**config.mk**
```make
export PLATFORM = sky130hd
export DESIGN_NAME = ssp_top
export DESIGN_NICKNAME = d
export VERILOG_FILES = /design/src/ssp_fifo.v /design/src/ssp_top.v
export VERILOG_INCLUDE_DIRS = /design/src
export SDC_FILE = /design/constraint.sdc
export NUM_CORES = 1
export LEC_CHECK = 0
export ABC_AREA = 1
export BUFFER_PORTS_ARGS = -buffer_cell sky130_fd_sc_hd__buf_2
export CORE_MARGIN = 2
export CORE_UTILIZATION = 40
export DETAILED_ROUTE_END_ITERATION = 7
export GPL_TIMING_DRIVEN = 1
export PLACE_DENSITY = 0.63
export RECOVER_POWER = 50
export SLEW_MARGIN = 20
export SYNTH_ARGS = -nofsm -noshare
export SYNTH_HDL_FRONTEND = slang
export SYNTH_SLANG_ARGS = --single-unit
```
**constraint.sdc**
```tcl
create_clock -name clk -period 2.5 [get_ports clk]
set_input_delay 0.375 -clock clk [delete_from_list [all_inputs] [get_ports clk]]
set_output_delay 0.375 -clock clk [all_outputs]
set_load 0.005 [all_outputs]
```
**src/ssp_regs.vh**
```
// register offsets, field positions, reset values, sizes and limits for the serial port
`ifndef SSP_REGS_VH
`define SSP_REGS_VH

// ----------------------------------------------------------------------------
// register offsets
// ----------------------------------------------------------------------------
`define SSP_OFS_CTRL0      4'h0
`define SSP_OFS_CTRL1      4'h1
`define SSP_OFS_DATA       4'h2
`define SSP_OFS_STATUS     4'h3
`define SSP_OFS_PRESCALE   4'h4
`define SSP_OFS_DMACTL     4'h5

// ----------------------------------------------------------------------------
// control zero fields: [3:0] size-1, [5:4] format, [6] polarity, [7] phase, [15:8] rate
// ----------------------------------------------------------------------------
`define SSP_C0_DSS_LSB     0
`define SSP_C0_FRF_LSB     4
`define SSP_C0_SPO_BIT     6
`define SSP_C0_SPH_BIT     7
`define SSP_C0_SCR_LSB     8
`define SSP_FMT_SPI        2'h0
`define SSP_FMT_SYNC       2'h1
`define SSP_FMT_SPI2       2'h2

// ----------------------------------------------------------------------------
// control one fields: [0] loopback, [1] enable, [2] slave mode
// ----------------------------------------------------------------------------
`define SSP_C1_LBM_BIT     0
`define SSP_C1_EN_BIT      1
`define SSP_C1_MS_BIT      2

// ----------------------------------------------------------------------------
// status fields: tx empty, tx not full, rx not empty, rx full, busy
// ----------------------------------------------------------------------------
`define SSP_ST_TFE_BIT     0
`define SSP_ST_TNF_BIT     1
`define SSP_ST_RNE_BIT     2
`define SSP_ST_RFF_BIT     3
`define SSP_ST_BSY_BIT     4

// ----------------------------------------------------------------------------
// dma control fields
// ----------------------------------------------------------------------------
`define SSP_DMA_RX_BIT     0
`define SSP_DMA_TX_BIT     1

// ----------------------------------------------------------------------------
// reset values
// ----------------------------------------------------------------------------
`define SSP_RST_CTRL0      16'h0007
`define SSP_RST_CTRL1      16'h0000
`define SSP_RST_PRESCALE   8'h02
`define SSP_RST_DMACTL     2'h0

// ----------------------------------------------------------------------------
// sizes and limits
// ----------------------------------------------------------------------------
`define SSP_WORD_W         16
`define SSP_FIFO_DEPTH     8
`define SSP_MIN_BITS       4
`define SSP_CPS_MIN        8'h02

`endif

```
**src/ssp_fifo.v**
```verilog
// synchronous word fifo used for the transmit and receive paths of the serial port
`timescale 1ns/1ps
`default_nettype none

module ssp_fifo #(
    parameter WIDTH = 16,
    parameter DEPTH = 8,
    parameter AW    = 3
) (
    input  wire             clk,      // system clock
    input  wire             rstn,     // async reset, active low
    input  wire             wr_en,    // push one word
    input  wire [WIDTH-1:0] wr_data,  // word to push
    input  wire             rd_en,    // pop one word
    output wire [WIDTH-1:0] rd_data,  // word at the head
    output wire             empty,    // no words held
    output wire             full      // depth words held
);

    reg  [WIDTH-1:0] mem [0:DEPTH-1];
    reg  [AW-1:0]    wp_q;
    reg  [AW-1:0]    rp_q;
    reg  [AW:0]      cnt_q;
    wire             do_wr;
    wire             do_rd;

    assign do_wr   = wr_en && !full;
    assign do_rd   = rd_en && !empty;
    assign empty   = (cnt_q == {(AW+1){1'b0}});
    assign full    = (cnt_q == DEPTH[AW:0]);
    assign rd_data = mem[rp_q];

    // storage has no reset, it is only read where the count says valid
    always @(posedge clk) begin
        if (do_wr) begin
            mem[wp_q] <= wr_data;
        end
    end

    always @(posedge clk or negedge rstn) begin
        if (!rstn) begin
            wp_q  <= {AW{1'b0}};
            rp_q  <= {AW{1'b0}};
            cnt_q <= {(AW+1){1'b0}};
        end else begin
            if (do_wr) begin
                wp_q <= wp_q + 1'b1;
            end
            if (do_rd) begin
                rp_q <= rp_q + 1'b1;
            end
            if (do_wr && !do_rd) begin
                cnt_q <= cnt_q + 1'b1;
            end else if (do_rd && !do_wr) begin
                cnt_q <= cnt_q - 1'b1;
            end
        end
    end

endmodule

`default_nettype wire

```
**src/ssp_top.v**
```verilog
// synchronous serial port: registers, bit clock divider, shifter and two fifos
`timescale 1ns/1ps
`default_nettype none
`include "ssp_regs.vh"

module ssp_top #(
    parameter DEPTH = `SSP_FIFO_DEPTH,
    parameter AW    = 3
) (
    input  wire        clk,          // system clock, 125 MHz
    input  wire        rstn,         // async reset, active low
    input  wire [3:0]  addr,         // register index
    input  wire [15:0] wdata,        // write data
    input  wire        wr,           // write strobe
    input  wire        rd,           // read strobe
    output reg  [15:0] rdata,        // read data, cycle after rd
    output reg         sclk_o,       // bit clock out (master)
    output reg         sclk_oe,      // bit clock drive enable
    input  wire        sclk_i,       // bit clock in (slave)
    output reg         fss_n_o,      // frame select out, active low
    output reg         fss_oe,       // frame select drive enable
    input  wire        fss_n_i,      // frame select in (slave)
    output reg         txd,          // serial data out
    output reg         txd_oe,       // serial data drive enable
    input  wire        rxd,          // serial data in
    output reg         dma_tx_req,   // tx fifo wants data
    output reg         dma_rx_req,   // rx fifo has data
    input  wire        dma_tx_wr,    // dma push into tx fifo
    input  wire [15:0] dma_tx_data,  // dma word for tx fifo
    input  wire        dma_rx_rd,    // dma pop from rx fifo
    output wire [15:0] dma_rx_data   // rx fifo head word for dma
);

    // ------------------------------------------------------------------------
    // registers
    // ------------------------------------------------------------------------
    reg  [15:0] ctrl0_q;
    reg  [15:0] ctrl1_q;
    reg  [7:0]  cps_q;
    reg  [1:0]  dmactl_q;

    wire [3:0]  dss     = ctrl0_q[`SSP_C0_DSS_LSB +: 4];
    wire [1:0]  frf     = ctrl0_q[`SSP_C0_FRF_LSB +: 2];
    wire        spo     = ctrl0_q[`SSP_C0_SPO_BIT];
    wire        sph     = ctrl0_q[`SSP_C0_SPH_BIT];
    wire [7:0]  serial_clock_rate_field     = ctrl0_q[`SSP_C0_SCR_LSB +: 8];
    wire        en      = ctrl1_q[`SSP_C1_EN_BIT];
    wire        slave   = ctrl1_q[`SSP_C1_MS_BIT];
    wire        lbm     = ctrl1_q[`SSP_C1_LBM_BIT];
    // words shorter than four bits are raised to four
    wire [3:0]  nbits_m1 = (dss < 4'h3) ? 4'h3 : dss;
    // sync format idles the clock low, spi formats follow polarity
    wire        idle_lvl = (frf == `SSP_FMT_SYNC) ? 1'b0 : spo;

    // ------------------------------------------------------------------------
    // fifos
    // ------------------------------------------------------------------------
    wire        tx_empty, tx_full, rx_empty, rx_full;
    wire [15:0] tx_head, rx_head;
    wire        cpu_dwr = wr && (addr == `SSP_OFS_DATA);
    wire        cpu_drd = rd && (addr == `SSP_OFS_DATA);
    wire        dma_tw  = dma_tx_wr && dmactl_q[`SSP_DMA_TX_BIT];
    wire        dma_rr  = dma_rx_rd && dmactl_q[`SSP_DMA_RX_BIT];
    reg         tx_pop, rx_push;
    reg  [15:0] rx_word;

    ssp_fifo #(.WIDTH(`SSP_WORD_W), .DEPTH(DEPTH), .AW(AW)) u_txf (
        .clk     (clk),
        .rstn    (rstn),
        .wr_en   (cpu_dwr || dma_tw),
        .wr_data (cpu_dwr ? wdata : dma_tx_data),
        .rd_en   (tx_pop),
        .rd_data (tx_head),
        .empty   (tx_empty),
        .full    (tx_full)
    );

    ssp_fifo #(.WIDTH(`SSP_WORD_W), .DEPTH(DEPTH), .AW(AW)) u_rxf (
        .clk     (clk),
        .rstn    (rstn),
        .wr_en   (rx_push),
        .wr_data (rx_word),
        .rd_en   (cpu_drd || dma_rr),
        .rd_data (rx_head),
        .empty   (rx_empty),
        .full    (rx_full)
    );
    assign dma_rx_data = rx_head;

    // ------------------------------------------------------------------------
    // register write and read port
    // ------------------------------------------------------------------------
    reg busy_q;
    always @(posedge clk or negedge rstn) begin
        if (!rstn) begin
            ctrl0_q  <= `SSP_RST_CTRL0;
            ctrl1_q  <= `SSP_RST_CTRL1;
            cps_q    <= `SSP_RST_PRESCALE;
            dmactl_q <= `SSP_RST_DMACTL;
            rdata    <= 16'h0000;
        end else begin
            if (wr) begin
                case (addr)
                    `SSP_OFS_CTRL0:    ctrl0_q  <= wdata;
                    `SSP_OFS_CTRL1:    ctrl1_q  <= {13'h0000, wdata[2:0]};
                    `SSP_OFS_PRESCALE: cps_q    <= {wdata[7:1], 1'b0};
                    `SSP_OFS_DMACTL:   dmactl_q <= wdata[1:0];
                    default:           ;
                endcase
            end
            rdata <= 16'h0000;
            if (rd) begin
                case (addr)
                    `SSP_OFS_CTRL0:    rdata <= ctrl0_q;
                    `SSP_OFS_CTRL1:    rdata <= ctrl1_q;
                    `SSP_OFS_DATA:     rdata <= rx_empty ? 16'h0000 : rx_head;
                    `SSP_OFS_STATUS:   rdata <= {11'h000, busy_q, rx_full, !rx_empty,
                                                 !tx_full, tx_empty};
                    `SSP_OFS_PRESCALE: rdata <= {8'h00, cps_q};
                    `SSP_OFS_DMACTL:   rdata <= {14'h0000, dmactl_q};
                    default:           rdata <= 16'h0000;
                endcase
            end
        end
    end

    // ------------------------------------------------------------------------
    // two-stage bit clock divider: one tick per half bit period
    // ------------------------------------------------------------------------
    // half period = cps/2 * (1+scr) system clocks, so full = cps*(1+scr)
    reg  [6:0] pre_q;
    reg  [7:0] rate_q;
    wire [6:0] pre_half = (cps_q < `SSP_CPS_MIN) ? 7'h01 : cps_q[7:1];
    wire       pre_tick = (pre_q == pre_half - 7'h01);
    wire       half_tick = pre_tick && (rate_q == serial_clock_rate_field);
    always @(posedge clk or negedge rstn) begin
        if (!rstn) begin
            pre_q  <= 7'h00;
            rate_q <= 8'h00;
        end else if (!busy_q || slave) begin
            pre_q  <= 7'h00;
            rate_q <= 8'h00;
        end else if (pre_tick) begin
            pre_q  <= 7'h00;
            rate_q <= half_tick ? 8'h00 : rate_q + 8'h01;
        end else begin
            pre_q  <= pre_q + 7'h01;
        end
    end

    // ------------------------------------------------------------------------
    // slave side: sample external clock, frame select used unregistered (inputs are synchronous)
    // ------------------------------------------------------------------------
    reg  sclk_d1_q;
    always @(posedge clk or negedge rstn) begin
        if (!rstn) begin
            sclk_d1_q <= 1'b0;
        end else begin
            sclk_d1_q <= sclk_i;
        end
    end
    // slave relies on the master clock being slow enough to see both edges
    wire s_rise = sclk_i && !sclk_d1_q;
    wire s_fall = !sclk_i && sclk_d1_q;

    // ------------------------------------------------------------------------
    // shifter: sample on leading edge (phase 0, or sync format) or trailing edge (phase 1 in spi formats)
    // ------------------------------------------------------------------------
    reg  [15:0] sh_q;
    reg  [3:0]  bit_q;
    reg         lead_q;   // next master edge is a leading edge
    wire        samp_ph1 = (frf == `SSP_FMT_SYNC) ? 1'b0 : sph;
    wire        m_lead   = !slave && half_tick && lead_q;
    wire        m_trail  = !slave && half_tick && !lead_q;
    wire        s_lead   = slave && !fss_n_i && (spo ? s_fall : s_rise);
    wire        s_trail  = slave && !fss_n_i && (spo ? s_rise : s_fall);
    wire        lead     = m_lead || s_lead;
    wire        trail    = m_trail || s_trail;
    wire        samp     = samp_ph1 ? trail : lead;
    wire        shift    = samp_ph1 ? lead : trail;
    wire        rx_bit   = lbm ? txd : rxd;
    wire        last     = (bit_q == nbits_m1);
    // five-bit count so a full 16-bit word keeps every bit
    wire [15:0] rx_mask  = ~(16'hFFFF << ({1'b0, nbits_m1} + 5'h01));
    wire        start    = en && !busy_q && !tx_empty && (!slave || !fss_n_i);

    always @(posedge clk or negedge rstn) begin
        if (!rstn) begin
            busy_q     <= 1'b0;
            sh_q       <= 16'h0000;
            bit_q      <= 4'h0;
            lead_q     <= 1'b1;
            tx_pop     <= 1'b0;
            rx_push    <= 1'b0;
            rx_word    <= 16'h0000;
            sclk_o     <= 1'b0;
            sclk_oe    <= 1'b0;
            fss_n_o    <= 1'b1;
            fss_oe     <= 1'b0;
            txd        <= 1'b0;
            txd_oe     <= 1'b0;
            dma_tx_req <= 1'b0;
            dma_rx_req <= 1'b0;
        end else begin
            tx_pop     <= 1'b0;
            rx_push    <= 1'b0;
            sclk_oe    <= en && !slave;
            fss_oe     <= en && !slave;
            txd_oe     <= en && (!slave || !fss_n_i);
            dma_tx_req <= dmactl_q[`SSP_DMA_TX_BIT] && !tx_full;
            dma_rx_req <= dmactl_q[`SSP_DMA_RX_BIT] && !rx_empty;
            if (!busy_q) begin
                sclk_o  <= idle_lvl;
                fss_n_o <= 1'b1;
                lead_q  <= 1'b1;
                // frame select rises for a cycle between words so the far side sees each frame
                if (start && !tx_pop && fss_n_o) begin
                    busy_q <= 1'b1;
                    tx_pop <= 1'b1;
                    bit_q  <= 4'h0;
                    // left-justify so the top of the word leaves first
                    sh_q   <= tx_head << (4'hF - nbits_m1);
                    txd    <= tx_head[nbits_m1];
                    fss_n_o <= slave;
                end
            end else begin
                if (half_tick) begin
                    sclk_o <= ~sclk_o;
                    lead_q <= ~lead_q;
                end
                if (samp) begin
                    sh_q <= {sh_q[14:0], rx_bit};
                end
                // in either phase the top of the shifter holds the next bit to send here
                if (shift && !(trail && last)) begin
                    txd <= sh_q[15];
                end
                // bits are counted on the trailing edge in both phases
                if (trail && !last) begin
                    bit_q <= bit_q + 4'h1;
                end
                if (trail && last) begin
                    busy_q  <= 1'b0;
                    rx_push <= !rx_full;
                    rx_word <= (samp_ph1 ? {sh_q[14:0], rx_bit} : sh_q) & rx_mask;
                end
                if (!en || (slave && fss_n_i)) begin
                    busy_q <= 1'b0;
                end
            end
        end
    end

endmodule

`default_nettype wire

```
== After elaboration in Yosys (flattened, before gate mapping) ==
Memory sizes are Yosys's and may differ from the RTL's.
Cells that the tools add are included.

* Logic and storage cells: 192
* Memory bits (writable): 256
* Output and inout port bits: 40
* Register bits: 127
* Bits of input ports: 45
* Memories: 2

{| class="wikitable"
|+ Memories
! name !! depth !! bits a word !! read ports !! clocked after Yosys merged registers in !! write ports !! line !! text
|-
| u_rxf.mem || 8 || 16 || 1 || 0 || 1 || ssp_fifo.v:20 || <nowiki>reg [WIDTH-1:0] mem [0:DEPTH-1];</nowiki>
|-
| u_txf.mem || 8 || 16 || 1 || 0 || 1 || ssp_fifo.v:20 ||
|}

* Mux-type cells: 50
* Add/subtract/negate cells: 14
* Shift-type cells: 2
* Equal/unequal tests: 15
* Reduce and logical (&&, ||, !) cells: 74
* $lt $le $gt $ge: 3
* Bitwise operators: 4

{| class="wikitable"
|+ Operators with widths
! kind !! number
|-
| 16-bit 2-to-1 mux || 7
|-
| 16-bit case mux with 6 select lines || 1
|-
| 1-bit logical AND || 34
|-
| 4-bit 2-to-1 mux || 8
|-
| 1-bit 2-to-1 mux || 27
|-
| 8-bit 2-to-1 mux || 3
|-
| 7-bit 2-to-1 mux || 3
|-
| 1-bit zero test || 18
|-
| 16-bit AND || 1
|-
| 16-bit NOT || 1
|-
| 2-bit AND reduction || 8
|-
| 16-bit by 4-bit << shifter with 16-bit output || 1
|-
| 16-bit by 5-bit << shifter with 16-bit output (first input constant) || 1
|-
| 3-bit by 1-bit adder with 3-bit output (second input constant) || 4
|-
| 4-bit by 1-bit adder with 4-bit output (second input constant) || 3
|-
| 4-bit zero test || 3
|-
| 8-bit by 1-bit adder with 8-bit output (second input constant) || 1
|-
| 4-bit by 2-bit == test with 1-bit output (second input constant) || 2
|-
| 4-bit by 3-bit == test with 1-bit output (second input constant) || 2
|-
| 4-bit == test (second input constant) || 2
|-
| 8-bit == test || 1
|-
| 8-bit by 2-bit less-than comparator with 1-bit output (second input constant) || 1
|-
| 2-bit by 1-bit inequality test with 1-bit output (second input constant) || 4
|-
| 2-bit nonzero test || 4
|-
| 14 further kinds || 22
|}

== Logic depth before layout (Yosys ltp) ==
* Depth after elaboration: 13
* Gate-level depth with buffers: 20
* Gate-level depth less buffers: 20

== Modules after synthesis ==
A second synthesis with hierarchy kept.

* Cells, all modules: 1,986
* Area, all modules: 17,991.0 um2

{| class="wikitable"
|+ By module, submodules not included
! module !! cells each !! area an instance (um2) !! seq. area each (um2) !! times used
|-
| ssp_top || 849 || 6,168.4 || 2,685.1 || 1
|-
| ssp_fifo at u_txf || 633 || 6,104.6 || 4,093.9 || 1
|-
| ssp_fifo at u_rxf || 504 || 5,718.0 || 4,093.9 || 1
|}

== Least setup slack after synthesis ==
Ideal clock, no wire load.

* Path type: input port to flip-flop
* Start point: in addr[3]
* End point: reg u_rxf.cnt_q[3]
* Path buffers: 0
* Required time: 2.375 ns
* Library setup time: 0.125 ns
* Data arrival time: 2.337 ns
* Stages: 13
* Path slack: 0.037 ns
* Cells stage by stage: nor2_1 > nand2_1 > nor3_2 > a22oi_1 > ha_1 > inv_1 > ha_1 > a21o_1 > a21oi_1 > nand2_1 > nand2_1 > nor2_1 > xor2_1

* Word-level cells in the longest chain between the ends: 7
* Elaborated cells on any way between the ends: 9
* Classes of those cells: 1 x eq/ne; 1 x mux; 7 x reduce/logical

{| class="wikitable"
|+ RTL lines
! item !! line !! text
|-
| start, declared || ssp_top.v:12 || <nowiki>input wire [3:0] addr,</nowiki>
|-
| 4-bit by 2-bit == test with 1-bit output (*) || -- ||
|-
| 1-bit logical AND (*) || ssp_top.v:61 || <nowiki>wire cpu_drd = rd && (addr == `SSP_OFS_DATA);</nowiki>
|-
| 1-bit logical OR (*) || ssp_top.v:83 || <nowiki>.rd_en (cpu_drd || dma_rr),</nowiki>
|-
| 1-bit logical AND (*) || ssp_fifo.v:28 || <nowiki>assign do_rd = rd_en && !empty;</nowiki>
|-
| 1-bit zero test || ssp_fifo.v:52 || <nowiki>if (do_wr && !do_rd) begin</nowiki>
|-
| 1-bit logical AND || ssp_fifo.v:52 ||
|-
| 4-bit 2-to-1 mux or 2-bit nonzero test (tied branches) || -- ||
|-
| end signal, assigned || ssp_fifo.v:44 || <nowiki>cnt_q <= {(AW+1){1'b0}};</nowiki>
|-
| end signal, assigned || ssp_fifo.v:53 || <nowiki>cnt_q <= cnt_q + 1'b1;</nowiki>
|-
| end signal, assigned || ssp_fifo.v:55 || <nowiki>cnt_q <= cnt_q - 1'b1;</nowiki>
|-
| end, declared || ssp_fifo.v:23 || <nowiki>reg [AW:0] cnt_q;</nowiki>
|}

Every way passes the cells marked *; elsewhere a longest branch is shown, timed or not.
A chain may end at the register's enable or synchronous reset.

== Worst setup path in the final report ==
* Start point: reg cps_q[7]
* End point: reg sh_q[4]

* Word-level cells in the longest chain between the ends: 11
* Elaborated cells on any way between the ends: 13
* Classes of those cells: 1 x add/sub; 1 x order compare; 2 x eq/ne; 2 x mux; 7 x reduce/logical

{| class="wikitable"
|+ RTL lines
! item !! line !! text
|-
| start, declared || ssp_top.v:39 || <nowiki>reg [7:0] cps_q;</nowiki>
|-
| start signal, assigned || ssp_top.v:98 || <nowiki>cps_q <= `SSP_RST_PRESCALE;</nowiki>
|-
| start signal, assigned || ssp_top.v:106 || <nowiki>`SSP_OFS_PRESCALE: cps_q <= {wdata[7:1], 1'b0};</nowiki>
|-
| 8-bit by 2-bit less-than comparator with 1-bit output (no source line) || -- ||
|-
| 7-bit 2-to-1 mux (*) || ssp_top.v:133 || <nowiki>wire [6:0] pre_half = (cps_q < `SSP_CPS_MIN) ? 7'h01 : cps_q[7:1];</nowiki>
|-
| 7-bit by 1-bit subtractor with 7-bit output (*) || ssp_top.v:134 || <nowiki>wire pre_tick = (pre_q == pre_half - 7'h01);</nowiki>
|-
| 7-bit == test (*) || ssp_top.v:134 ||
|-
| 1-bit logical AND (*) || ssp_top.v:135 || <nowiki>wire half_tick = pre_tick && (rate_q == serial_clock_rate_field);</nowiki>
|-
| 1-bit logical AND (*) || ssp_top.v:173, ssp_top.v:174 ||
|-
| 1-bit logical AND (on tied branches) || ssp_top.v:173, ssp_top.v:174 ||
|-
| 1-bit logical OR (on tied branches) || ssp_top.v:177, ssp_top.v:178 ||
|-
| 1-bit 2-to-1 mux (*) || ssp_top.v:179 || <nowiki>wire samp = samp_ph1 ? trail : lead;</nowiki>
|-
| 2-bit by 1-bit inequality test with 1-bit output (no source line) (*) || -- ||
|-
| 2-bit AND reduction (no source line) (*) || -- ||
|-
| end signal, assigned || ssp_top.v:222 || <nowiki>sh_q <= tx_head << (4'hF - nbits_m1);</nowiki>
|-
| end signal, assigned || ssp_top.v:232 || <nowiki>sh_q <= {sh_q[14:0], rx_bit};</nowiki>
|-
| end, declared || ssp_top.v:169 || <nowiki>reg [15:0] sh_q;</nowiki>
|}

Marks and branches as above.

==> impl_metrics.env <==
export IMPL_syn_num_nets=1829
export IMPL_die_area_um2=44890
export IMPL_antenna_found_initial=1
export IMPL_syn_to_final_growth_pct=20.33
export IMPL_worstSkewPairLatency_ns=0.56
export IMPL_post_place_cells=2464
export IMPL_start_util_pct=40.30
export IMPL_cp_common_cell="nand3_1"
export IMPL_clkPwrFrac_pct=27.1
export IMPL_hp_class="primary input to flip-flop"
export IMPL_path_class="flip-flop to flip-flop"
export IMPL_p_int_mw=13.78
export IMPL_drc=0
export IMPL_gp_congestion=0.9331
export IMPL_stdcell_count=2553
export IMPL_max_cap_violations=1
export IMPL_drive_gt1_share_pct=17.63
export IMPL_rsz0062_at_grt="yes"
export IMPL_grt_first_pass_wirelength_um=69970
export IMPL_grt_use_total_pct=20.33
export IMPL_p_seq_share_pct=36.3
export IMPL_dr_pass1_iters=6
export IMPL_grt_start_max_net_pins=66
export IMPL_drtIter0Drc=1268
export IMPL_yosysSeqAreaShare_pct=62.91
export IMPL_peakVddDrop_mv=0.5713
export IMPL_slew_violations=64
export IMPL_finalHoldViolCount=0
export IMPL_synth_avg_cell_area_um2=9.793
export IMPL_final_common_cell="nand2_1"
export IMPL_timing_hold_ws_ns=0.08424
export IMPL_layout_common_cells="358 x nand2_1, 299 x nor2_1, 256 x edfxtp_1"
export IMPL_p_leak_nw=8.441
export IMPL_cts_buffers_inserted=41
export IMPL_fill_cells=3943
export IMPL_cp_end_kind="flip-flop"
export IMPL_routed_wl_um=46030
export IMPL_core_um2=42890
export IMPL_synth_ff_type="edfxtp_1"
export IMPL_wl_per_cell_um=18.03
export IMPL_cp_data_required_time_ns=2.93
export IMPL_antenna_left=0
export IMPL_p_sw_mw=8.161
export IMPL_fin_skew_ns=0.02451
export IMPL_clock_root_buffer="clkbuf_16"
export IMPL_tritoncts="yes"
export IMPL_async_reset_ff_share_pct=33.16
export IMPL_crit_chain="nor2_2, nand3_1, nand2_1, inv_2, ha_4, xor2_1, o21ai_1, nor2_1, nand3_1, nor2_4, nand4_1, nand3_1, nand3_2, nand2_4, clkbuf_16, o21ai_1"
export IMPL_ys_warn_count=0
export IMPL_cp_slowest_cell="dfrtp_1"
export IMPL_relSlewSlack_pct=-29.36
export IMPL_failed_checks="capacitance limit, slew limit"
export IMPL_nets=2000
export IMPL_ioPinCount=85
export IMPL_clock_sinks=383
export IMPL_overflow=0
export IMPL_htree_levels=2
export IMPL_worst_pin_slew_ns=1.940
export IMPL_io_buffers=84
export IMPL_grt_pass1_vias=12267
export IMPL_fin_crit_sh_pct=99.22
export IMPL_antenna_cells=0
export IMPL_clock_path_buffers=3
export IMPL_yosys_register_bits=383
export IMPL_setup_viol=0
export IMPL_synth_edf_count=256
export IMPL_cp_slowest_stage_delay_ns=0.39
export IMPL_pwr_share_comb_pct=36.7
export IMPL_status="finished with violations"
export IMPL_viasPerCell=5.156
export IMPL_synthesis_area_um2=17280
export IMPL_fmax_ghz=0.4031
export IMPL_period_needed_ns=2.481
export IMPL_cp_start_kind="flip-flop"
export IMPL_power_switching_fraction_pct=37.20
export IMPL_dieWidth_um=211.9
export IMPL_critPathArrivalTime_ns=2.91
export IMPL_vias=13164
export IMPL_power_density_nw_per_um2=1055
export IMPL_cp_max_fo=8
export IMPL_chipHeight_um=211.9
export IMPL_rows=76
export IMPL_dpl_hpwl_um=31240
export IMPL_cts_clk_slew_worst_paths_ns=0.06
export IMPL_synth_cell_types=52
export IMPL_synthCells=1765
==> repair_timing <==
item | in CTS | in global routing
resized for setup | 9 | 76
gates cloned | 0 | 5
pin swaps | 0 | 13
setup buffers | 0 | 7
hold buffers | 2 | 0
setup endpoints to repair | 10 | 60
endpoints found under the hold margin | 62 | 0
==> cell usage after synthesis (2+ instances only) <==
cell type | count | share of area, %
nor2_1 | 302 | 6.6
o21ai_0 | 218 | 6.3
o22ai_1 | 27 | 0.98
or2_2 | 6 | 0.22
mux2i_1 | 2 | 0.12
buf_4 | 6 | 0.26
nand2_2 | 3 | 0.11
buf_2 | 16 | 0.46
inv_2 | 7 | 0.15
clkinv_1 | 4 | 0.087
nand3_2 | 2 | 0.12
nor4_1 | 3 | 0.11
buf_1 | 4 | 0.087
o21ai_1 | 18 | 0.52
xor2_1 | 19 | 0.96
buf_6 | 2 | 0.13
fa_1 | 2 | 0.23
clkbuf_1 | 47 | 1.0
nand3_1 | 87 | 2.5
dfstp_2 | 6 | 0.91
a22oi_1 | 2 | 0.087
ha_1 | 17 | 1.2
a221oi_1 | 3 | 0.15
a31oi_1 | 18 | 0.65
edfxtp_1 | 256 | 44
o211ai_1 | 4 | 0.17
xnor2_1 | 17 | 0.86
o31ai_2 | 3 | 0.22
dfrtp_1 | 121 | 18
a21oi_1 | 27 | 0.78
nand4_1 | 5 | 0.18
nor3_1 | 9 | 0.26
a21o_1 | 2 | 0.087
nand2_1 | 382 | 8.3
inv_1 | 101 | 2.2
==> final cells by class <==
class	instances	area, µm²	share of cell area [%]
well taps	585	732.0	3.519
flip-flops and latches	383	10880	52.30
multi-input cells	1195	5918	28.45
repair buffers	203	1534	7.375
inverters	112	424.2	2.039
clock buffers	52	1099	5.282
clock inverters	23	215.2	1.035
==> metal layers <==
metal	wire (µm)	up-vias	part of all wire [%]	track usage, %
met5	11	-	0.024	0
met4	939	2	2.0	5.027
met3	2761	76	6.0	3.456
met2	21730	414	47	32.93
met1	20590	6354	45	28.53
li1	-	6318	-	-
==> sequential cells by signal, indices dropped and copies added (netlist names), 4 cells and up <==
name         count
sh_q            16
rdata           16
pre_q            7
u_txf.mem      128
u_txf.cnt_q      4
cps_q            7
bit_q            4
u_rxf.cnt_q      4
rate_q           8
rx_word         16
u_rxf.mem      128
ctrl0_q         16
==> power groups by stage <==
stage / combinational (mW) / sequential, mW / clock [mW]
6_report: 8.04 / 7.96 / 5.94
2_1_floorplan: 4.88 / 7.85 / 0
3_5_place_dp: 7.54 / 8.03 / 0
4_1_cts: 7.65 / 7.92 / 6.04
3_3_place_gp: 7.42 / 8.02 / 0
5_1_grt: 8.97 / 8.01 / 6.31
==> path summary, 6_finish.rpt <==
check                                startpoint                    endpoint  slack, ns  depth (start not counted)
max in group asynchronous                  rstn  u_txf.cnt_q[0]$_DFFE_PN0P_       0.35                          2
setup reg to reg           cps_q[7]$_DFFE_PN0P_         sh_q[4]$_DFFE_PN0P_       0.02                         16
hold / removal                          fss_n_i            txd_oe$_DFF_PN0_       0.08                          2
hold reg to reg            sh_q[10]$_DFFE_PN0P_        sh_q[10]$_DFFE_PN0P_       0.48                          2
min in group asynchronous                  rstn        dma_tx_req$_DFF_PN0_       0.89                          2
setup / recovery           cps_q[7]$_DFFE_PN0P_         sh_q[4]$_DFFE_PN0P_       0.02                         16
==> critical path: cells and delay by family (launching register included) <==
| family | cells | cell delay, ns |
|---|---|---|
| compound gates | 2 | 0.14 |
| fa+ha+maj | 1 | 0.26 |
| buf+inv | 2 | 0.24 |
| simple gates | 10 | 1.21 |
| xor+xnor | 1 | 0.13 |
| flops | 1 | 0.39 |
==> kinds of logic after synthesis <==
| group | synth area share (%) |
|---|---|
| DFF | 62.91 |
| buffers and inverters | 4.394 |
| xor gates and xnor gates | 1.824 |
| AOI/OAI and AO/OA | 10.32 |
| and+or+nand+nor | 18.98 |
| muxes | 0.1158 |
| adders and majority gates | 1.462 |
==> through the flow <==
step,TNS (ns),instance area (µm²),util [%],power [mW],setup WS (ns)
final,0,20800,48.50,21.94,0.01938
after detailed placement,0,19010,44.32,15.58,0.005574
after global routing,-4.143,20800,48.50,23.29,-0.1541
after global placement,0,19010,44.32,15.45,0.04447
after floorplan,0,17280,-,12.72,0.03740
after CTS,0,20390,47.54,21.61,0.004259
Power figures use the tool's default switching activity.
